File: src/rtl/rgbled_regs.vh
// Purpose: constants for the RGB LED dimming controller
// Assumes: included by rtl/rgbled_ctrl.v
// Notes: definitions only
`ifndef RGBLED_REGS_VH
`define RGBLED_REGS_VH
`define RGBLED_ADDR 7'h38
`define RGBLED_SEL_SHDN 3'h0
`define RGBLED_SEL_STEP 3'h1
`define RGBLED_SEL_RED 3'h2
`define RGBLED_SEL_GREEN 3'h3
`define RGBLED_SEL_BLUE 3'h4
`define RGBLED_SEL_RISE 3'h5
`define RGBLED_SEL_FALL 3'h6
`define RGBLED_SEL_GO 3'h7
`define RGBLED_SEL_MSB 7
`define RGBLED_SEL_LSB 5
`define RGBLED_PAY_MSB 4
`define RGBLED_RESET_VAL 5'h00
`define RGBLED_STEP_MAX 5'h1e
`define RGBLED_CLK_HZ 100000000
`define RGBLED_TICK_HZ 1000000
`define RGBLED_TICK_CYC (`RGBLED_CLK_HZ / `RGBLED_TICK_HZ)
`define RGBLED_PWM_HZ 2100
`define RGBLED_PWM_TICKS (`RGBLED_TICK_HZ / (`RGBLED_PWM_HZ * 31))
`define RGBLED_UNIT_MS 8
`define RGBLED_UNIT_TICKS (`RGBLED_UNIT_MS * 1000)
`endif

File: src/rtl/rgbled_ctrl.v
// Purpose: I2C write-only command target driving three PWM LED channels with ramps
// Assumes: scl/sda are synchronous samples; sda is open drain (oe high pulls low)
// Notes: current step output is a code 0..30; the analog side maps it to current
//
// Overview of operation
// - One frame: address byte then one command
// - Answer only address 0x38, write only
// - Command bits 7:5 select, 4:0 payload
// - Selector 0 shuts all outputs off
// - Selector 1 stores shared current step
// - Current step applied at once on ack
// - Selectors 2,3,4 load red, green, blue duty
// - Selectors 5,6 load rise and fall targets
// - Targets are step codes, not currents
// - Selector 7 loads step time, starts ramp if nonzero and target differs from current
// - Ramp time is step time times steps
// - Ramp walks current one step at a time
// - Step code profile gives exponential current
// - Current kept within bounds, no bad state
// - Ramp starts at command acknowledge
// - Registers load separately; last rise or fall write sets the target
// - Thirty-two duty levels per channel
// - Step 31 acts as step 30
// - Step count is absolute difference
// - Duty zero off, all ones fully on
// - PWM near 2.1 kHz, 31 slots
`include "rgbled_regs.vh"

module rgbled_ctrl #(
  parameter integer UNIT_TICKS = `RGBLED_UNIT_TICKS,
  parameter integer TICK_CYC = `RGBLED_TICK_CYC,
  parameter integer PWM_TICKS = `RGBLED_PWM_TICKS
) (
  // Clock and reset
  input wire ref_clk_in,
  input wire rst_in,
  // I2C pins
  input wire scl_in,
  input wire sda_in,
  output reg sda_out,
  output reg sda_oe_out,
  // LED drive
  output reg red_on_out,
  output reg green_on_out,
  output reg blue_on_out,
  output reg [4:0] led_current_step_out,
  output reg ramp_busy_out
);

  ////////////////////////////////////////////////////////////////
  // I2C receive
  localparam ST_IDLE = 3'd0;
  localparam ST_ADDR = 3'd1;
  localparam ST_AACK = 3'd2;
  localparam ST_DATA = 3'd3;
  localparam ST_DACK = 3'd4;
  localparam ST_DONE = 3'd5;

  reg scl_q;
  reg sda_q;
  reg [2:0] st_q;
  reg [3:0] bit_q;
  reg [7:0] sh_q;
  reg cmd_q;
  wire scl_rise = scl_in & ~scl_q;
  wire scl_fall = ~scl_in & scl_q;
  wire start_c = scl_in & scl_q & sda_q & ~sda_in;
  wire stop_c = scl_in & scl_q & ~sda_q & sda_in;

  always @(posedge ref_clk_in) begin
    scl_q <= scl_in;
    sda_q <= sda_in;
    cmd_q <= 1'b0;
    if (rst_in) begin
      st_q <= ST_IDLE;
      bit_q <= 4'h0;
      sh_q <= 8'h00;
      sda_oe_out <= 1'b0;
      scl_q <= 1'b1;
      sda_q <= 1'b1;
    end else if (start_c) begin
      st_q <= ST_ADDR;
      bit_q <= 4'h0;
      sda_oe_out <= 1'b0;
    end else if (stop_c) begin
      st_q <= ST_IDLE;
      sda_oe_out <= 1'b0;
    end else begin
      case (st_q)
        ST_ADDR, ST_DATA: begin
          if (scl_rise) begin
            sh_q <= {sh_q[6:0], sda_in};
            bit_q <= bit_q + 4'h1;
          end
          if (scl_fall && bit_q == 4'h8) begin
            bit_q <= 4'h0;
            if (st_q == ST_DATA || sh_q == {`RGBLED_ADDR, 1'b0}) begin
              sda_oe_out <= 1'b1;
              st_q <= (st_q == ST_ADDR) ? ST_AACK : ST_DACK;
            end else begin
              st_q <= ST_IDLE;
            end
          end
        end
        ST_AACK, ST_DACK: begin
          if (scl_fall) begin
            sda_oe_out <= 1'b0;
            cmd_q <= (st_q == ST_DACK);
            st_q <= (st_q == ST_AACK) ? ST_DATA : ST_DONE;
          end
        end
        ST_DONE: st_q <= ST_DONE;
        default: st_q <= ST_IDLE;
      endcase
    end
  end

  ////////////////////////////////////////////////////////////////
  // Command registers
  reg [4:0] red_q;
  reg [4:0] green_q;
  reg [4:0] blue_q;
  reg [4:0] rise_q;
  reg [4:0] fall_q;
  reg [4:0] time_q;
  reg [4:0] cur_q;
  reg [4:0] end_q;
  reg run_q;
  reg [23:0] dwell_q;
  reg [23:0] dwell_cnt_q;
  reg [7:0] tick_q;
  wire [2:0] sel = sh_q[`RGBLED_SEL_MSB:`RGBLED_SEL_LSB];
  wire [4:0] pay = sh_q[`RGBLED_PAY_MSB:0];
  wire tick = (tick_q == 8'h00);

  function [4:0] clamp_step;
    input [4:0] s;
    begin
      clamp_step = (s > `RGBLED_STEP_MAX) ? `RGBLED_STEP_MAX : s;
    end
  endfunction

  always @(posedge ref_clk_in) begin
    if (rst_in || tick)
      tick_q <= TICK_CYC[7:0] - 8'h01;
    else
      tick_q <= tick_q - 8'h01;
  end

  always @(posedge ref_clk_in) begin
    if (rst_in) begin
      red_q <= `RGBLED_RESET_VAL;
      green_q <= `RGBLED_RESET_VAL;
      blue_q <= `RGBLED_RESET_VAL;
      rise_q <= `RGBLED_RESET_VAL;
      fall_q <= `RGBLED_RESET_VAL;
      time_q <= `RGBLED_RESET_VAL;
      cur_q <= `RGBLED_RESET_VAL;
      end_q <= `RGBLED_RESET_VAL;
      run_q <= 1'b0;
      dwell_q <= 24'h000000;
      dwell_cnt_q <= 24'h000000;
    end else if (cmd_q) begin
      case (sel)
        `RGBLED_SEL_SHDN: begin
          cur_q <= 5'h00;
          run_q <= 1'b0;
        end
        `RGBLED_SEL_STEP: begin
          cur_q <= clamp_step(pay);
          run_q <= 1'b0;
        end
        `RGBLED_SEL_RED: red_q <= pay;
        `RGBLED_SEL_GREEN: green_q <= pay;
        `RGBLED_SEL_BLUE: blue_q <= pay;
        `RGBLED_SEL_RISE: begin
          rise_q <= clamp_step(pay);
          end_q <= clamp_step(pay);
        end
        `RGBLED_SEL_FALL: begin
          fall_q <= clamp_step(pay);
          end_q <= clamp_step(pay);
        end
        default: begin
          time_q <= pay;
          dwell_q <= pay * UNIT_TICKS[18:0];
          dwell_cnt_q <= 24'h000000;
          run_q <= (pay != 5'h00) && (end_q != cur_q);
        end
      endcase
    end else if (run_q && tick) begin
      if (dwell_cnt_q + 24'h000001 >= dwell_q) begin
        dwell_cnt_q <= 24'h000000;
        if (end_q > cur_q)
          cur_q <= cur_q + 5'h01;
        else if (end_q < cur_q)
          cur_q <= cur_q - 5'h01;
        if (end_q == cur_q + 5'h01 || cur_q == end_q + 5'h01 || end_q == cur_q)
          run_q <= 1'b0;
      end else begin
        dwell_cnt_q <= dwell_cnt_q + 24'h000001;
      end
    end
  end

  ////////////////////////////////////////////////////////////////
  // PWM, 31 slots per period
  reg [4:0] slot_q;
  reg [7:0] pdiv_q;
  always @(posedge ref_clk_in) begin
    if (rst_in) begin
      slot_q <= 5'h00;
      pdiv_q <= 8'h00;
    end else if (tick) begin
      if (pdiv_q >= PWM_TICKS[7:0] - 8'h01) begin
        pdiv_q <= 8'h00;
        slot_q <= (slot_q >= 5'h1e) ? 5'h00 : slot_q + 5'h01;
      end else begin
        pdiv_q <= pdiv_q + 8'h01;
      end
    end
  end

  always @(posedge ref_clk_in) begin
    if (rst_in) begin
      red_on_out <= 1'b0;
      green_on_out <= 1'b0;
      blue_on_out <= 1'b0;
      led_current_step_out <= 5'h00;
      ramp_busy_out <= 1'b0;
      sda_out <= 1'b0;
    end else begin
      red_on_out <= (red_q > slot_q) && (cur_q != 5'h00);
      green_on_out <= (green_q > slot_q) && (cur_q != 5'h00);
      blue_on_out <= (blue_q > slot_q) && (cur_q != 5'h00);
      led_current_step_out <= cur_q;
      ramp_busy_out <= run_q;
      sda_out <= 1'b0;
    end
  end

endmodule

File: config.mk
export PLATFORM = sky130hd
export DESIGN_NAME = rgbled_ctrl
export DESIGN_NICKNAME = d
export VERILOG_FILES = /design/src/rtl/rgbled_ctrl.v
export VERILOG_INCLUDE_DIRS = /design/src /design/src/rtl
export SDC_FILE = /design/constraint.sdc
export NUM_CORES = 1
export LEC_CHECK = 0
export ABC_CLOCK_PERIOD_IN_PS = 11850
export BUFFER_PORTS_ARGS = -buffer_cell sky130_fd_sc_hd__buf_2
export CAP_MARGIN = 10
export CORE_AREA = 2 2 110 219
export CTS_CLUSTER_SIZE = 25
export DETAILED_ROUTE_END_ITERATION = 12
export DIE_AREA = 0 0 112 221
export GPL_TIMING_DRIVEN = 0
export PLACE_DENSITY = 0.47
export SLEW_MARGIN = 5
export SYNTH_ARGS = -nofsm -noshare
export SYNTH_HDL_FRONTEND = slang
export SYNTH_SLANG_ARGS = --single-unit
File: constraint.sdc
create_clock -name ref_clk_in -period 11.85 [get_ports ref_clk_in]
set_clock_uncertainty 0.1 [all_clocks]
set_input_delay 0.5925 -clock ref_clk_in [delete_from_list [all_inputs] [get_ports ref_clk_in]]
set_output_delay 0.5925 -clock ref_clk_in [all_outputs]
set_load 0.05 [all_outputs]
* Word level (Yosys, flattened, before mapping)
Cells that the tools add are included.
Widths: inputs -> output; s select.
** Cells by class
- Bitwise operators :: 16
- Equality and inequality tests :: 25
- Mux-type cells :: 32
- Add/sub/neg operators :: 8
- Multipliers :: 1
- Reduce and logical (&&, ||, !) cells :: 43
- Divide/modulo/power cells :: 0
- Magnitude comparators :: 9
- Shift operators :: 0
** Operators with widths (count)
- $mux 24 :: 4
- $mux 5 :: 7
- $add 24x1->24 const B :: 1
- $ge 24x18->1 :: 1
- $gt 5x5->1 :: 4
- $reduce_and 2->1 :: 9
- $reduce_and 4->1 :: 4
- $add 5x1->5 const B :: 3
- $eq 3x3->1 const B :: 5
- $eq 5x5->1 :: 3
- $mux 3 :: 5
- $eq 3x2->1 const B :: 4
- $mul 5x7->12 const B :: 1
- $ne 2x2->1 const B :: 5
- $pmux 5 s2 :: 1
- $reduce_bool 2->1 :: 5
- $reduce_bool 5->1 :: 2
- $reduce_or 2->1 :: 5
- $reduce_or 5->1 :: 2
- $mux 1 :: 9
- $not 1->1 :: 9
- $pmux 3 s3 :: 1
- $add 8x1->8 const B :: 1
- $eq 8x7->1 const B :: 1
- 24 further kinds :: 42
** Word-level totals
- Word-level logic and storage cells :: 158
- Memory bits (writable) :: 0
- Input bits :: 4
- Output and inout bits :: 11
- Bits in latches :: 0
- Memories :: 0
- Flip-flop bits (word level) :: 111
- ROM bits :: 0

* Logic depth before layout (Yosys ltp)
- Depth after elaboration :: 8
- Depth in mapped cells :: 16
- Gate-level depth less buffers :: 15

* Worst setup path after synthesis
OpenSTA, ideal clock, no wires.
- Path type :: reg-to-reg
- From :: register sh_q[2]
- To :: register dwell_q[17]
- Cell stages (with the launch flop) :: 16
- Setup slack :: 7.919 ns
- Arrival :: 3.744 ns
- Period minus slack after synthesis :: 3.931 ns
- Setup time :: 0.087 ns
- Cell sequence :: dfxtp_1 -> clkbuf_1 -> inv_1 -> ha_1 -> inv_1 -> fa_1 -> fa_1 -> inv_1 -> ha_1 -> a21o_1 -> a21oi_1 -> o21bai_1 -> a2111oi_0 -> nor3_1 -> xnor2_1 -> a211oi_1
** On the way
- Cells in the longest elaborated chain, start to end :: 1
** RTL lines
- start, declared :: RTL line rgbled_ctrl.v:63 : reg [7:0] sh_q;
- start signal, assigned :: RTL line rgbled_ctrl.v:92 : sh_q <= {sh_q[6:0], sda_in};
- $mul 5x7->12 :: RTL line rgbled_ctrl.v:186 : dwell_q <= pay * UNIT_TICKS[18:0];
- end signal, assigned :: RTL line rgbled_ctrl.v:186
- end, declared :: RTL line rgbled_ctrl.v:129 : reg [23:0] dwell_q;
Every way passes these cells.
A chain may end at the register's enable or synchronous reset.

* Final worst setup path
- From :: register sh_q[2]
- To :: register dwell_q[16]
Same word-level chain as after synthesis.

==> run metrics <==
Hold Crit Class reg -> reg; Residual DRC 0; standard-cell rows 79; slowest cell on the critical path or4b_2; CTS Hold Bufs 0; measured slew at the worst slew-check pin 1.14 ns; via count 5386; switching power total 0.000166 W; Clock Power Share 0.431; Final Setup Violations 0; Worst VDD drop 81.7 µV; final hold vios 0; WP data arrival 4.76 ns; outcome finished, final reports clean; commonest non-fill, non-tap cell in the layout dfxtp_1; initial antenna violation count 0; Req. time, crit path 12.02 ns; grt met2 use 0.301; combinational share of power 0.031; Most Frequent Cell on Critical Path inv_1; Vias/cell 4.90; Tot GR Track Use 0.148; vias in the first global route 5605; Syn Area/Cell 8.66 µm²; Leak 2.94 nW; final hold slack 0.310 ns; final core occ 0.325; minimum clock period after layout 4.59 ns; Critical Setup Path Class reg -> reg; total chip power 0.000701 W; # resized after CTS 0; pin count of the biggest net entering global routing 18; Post-DRT Antenna Nets 0; final setup TNS 0 ns; Clock Latency Late Sink 0.37 ns; Slew Viols, Final 0; Period Utilization, post-route 0.388; area delta synth->final 10.3%; DRT Pass-1 Iters 4; CTS Buf Count 9; number of synthesized flops with an enable pin 0; worst-path fanout max 10; core area 23100 µm²; cell count after synthesis 788; crit start category register; syn nets 870; Int Pwr 0.000535 W; crit-path cells clkbuf_1 > inv_1 > ha_1 > inv_1 > fa_1 > fa_1 > inv_1 > ha_1 > a21oi_1 > o21bai_1 > a21oi_1 > o21ai_0 > or4b_2 > o311ai_0; Die Wd 112 µm; Congestion Overflow GR 0; Clock H-tree levels 3; RSZ-0062 raised after global routing false; setup bufs post-CTS 0; clk sinks 111; commonest non-fill, non-tap cells in the layout dfxtp_1 (111), nor2_1 (94), ha_1 (68); global route hottest layer met2; number of max-cap violations 0; Initial Util 0.295; Rel. slew slack 0.234; synth unique cells 63; DPL Wire Length 14000 µm; CTS tree built; max incr delay on CP 0.63 ns; met1 usage 0.135; root buffer cell clkbuf_16; number of DRC markers in iteration 0 155; Synth Cell Area 6820 µm²; Peak Freq 218 MHz; met3 global-route usage 0.0249; Sw Share 0.236; die area 24800 µm²; warnings from Yosys 0; Critical Path Sink Type register; Top-Level Pins 15; layout cell share with drive strength beyond 1 0.0820; Port Buffer Count 13; Seq/Total Area, Yosys 0.326; final-layout fill cell count 2514; Die Ht 221 µm; Synth Flop Type dfxtp_1; routability congestion estimate 0.818; FF+latch count, synth 111; Post-Route WL 17700 µm; Final nets 894; Reg power frac 0.538; CTS max path bufs 2; pwr dens 93.1 nW/µm²; asr flop ratio synth 0; first-pass GRT wire length 28600 µm; routed length per instance 16.1 µm; # diodes 0; CTS clock-pin slew for the worst setup and hold paths 0.07 ns
-- synthesized netlist by cell type (4+ instances only) --
cell | n | area share
a21oi_1 | 39 | 0.029
a311oi_1 | 4 | 0.0051
nand2_1 | 55 | 0.030
a2111oi_0 | 4 | 0.0051
or2_2 | 7 | 0.0064
a211oi_1 | 6 | 0.0066
or3_1 | 5 | 0.0046
nor3_2 | 20 | 0.029
a31oi_1 | 8 | 0.0073
nor3_1 | 16 | 0.012
nand2b_1 | 11 | 0.010
and2_1 | 4 | 0.0037
o21a_1 | 5 | 0.0055
inv_1 | 59 | 0.032
xor2_1 | 34 | 0.044
o21ai_0 | 22 | 0.016
nor2b_1 | 7 | 0.0064
dfxtp_1 | 111 | 0.33
nand3_1 | 26 | 0.019
mux2i_1 | 30 | 0.044
fa_1 | 10 | 0.029
nor3b_1 | 5 | 0.0055
clkbuf_1 | 26 | 0.014
ha_1 | 68 | 0.12
nand4_1 | 12 | 0.011
and3_1 | 13 | 0.012
xnor2_1 | 31 | 0.040
nor2_1 | 94 | 0.052
-- area by class of cell --
type	instances	area, µm²	share of cell area
multi-input cells	585	4230	0.563
flip-flops and latches	111	2220	0.295
well taps	283	354	0.0470
clock buffers	11	253	0.0336
inverters	59	221	0.0294
plain buffers	33	145	0.0193
repair buffers	13	65.1	0.00865
clock inverters	5	31.3	0.00416
-- path summary, 6_finish.rpt --
check,from,end,slack (ns),cells past startpoint
worst max-delay path,sh_q[2]$_SDFFE_PP0P_,dwell_q[16]$_SDFFE_PP0P_,7.26,14
worst min-delay path,tick_q[0]$_SDFF_PP1_,tick_q[0]$_SDFF_PP1_,0.31,1
worst max register to register,sh_q[2]$_SDFFE_PP0P_,dwell_q[16]$_SDFFE_PP0P_,7.26,14
worst min register to register,tick_q[0]$_SDFF_PP1_,tick_q[0]$_SDFF_PP1_,0.31,1
-- sequential cells by signal (all words and copies together) (netlist names), 8 cells and up --
name / cells
tick_q: 8
dwell_q: 12
sh_q: 8
dwell_cnt_q: 24
pdiv_q: 8
-- routing by layer --
metal	up-vias	wire length [µm]	share of wire
met5	-	0	0
met4	0	807	0.046
met3	37	302	0.017
met2	57	10300	0.58
met1	2536	6320	0.36
li1	2756	-	-
-- stage by stage --
step	worst slack, ns	cells	area, µm²
CTS	7.19	1100	7530
detailed placement	7.22	1084	7240
finish	7.26	1100	7530
floorplan	7.92	788	6820
global route	6.91	1100	7530
global placement	7.25	1084	7240
-- logic make-up after synthesis --
kind of cell | Yosys count | synth area share
XOR/XNOR | 65 | 0.0834
multiplexers | 32 | 0.0473
buffers and inverters | 92 | 0.0537
adder cells (fa/ha/maj) | 78 | 0.154
other | 1 | 0.000550
AO/OA/AOI/OAI | 118 | 0.114
AND/OR/NAND/NOR | 291 | 0.222
flip-flops | 111 | 0.326
-- worst max-delay path, delay by kind of cell (launching register included) --
| kind | cells | cell delay [ns] |
|---|---|---|
| adders and majority gates | 4 | 1.63 |
| and+or+nand+nor | 1 | 0.63 |
| DFF | 1 | 0.46 |
| AOI/OAI and AO/OA | 5 | 0.93 |
| buffers and inverters | 4 | 0.75 |
-- power groups by stage --
stage	Combinational [W]	Sequential [W]	Clock (W)
detailed placement	0.0000222	0.000386	0
finish	0.0000216	0.000377	0.000302
CTS	0.0000223	0.000377	0.000314
global route	0.0000241	0.000377	0.000326
global placement	0.0000220	0.000386	0
floorplan	0.0000146	0.000385	0
No activity file was read; power rests on OpenSTA's default activity.
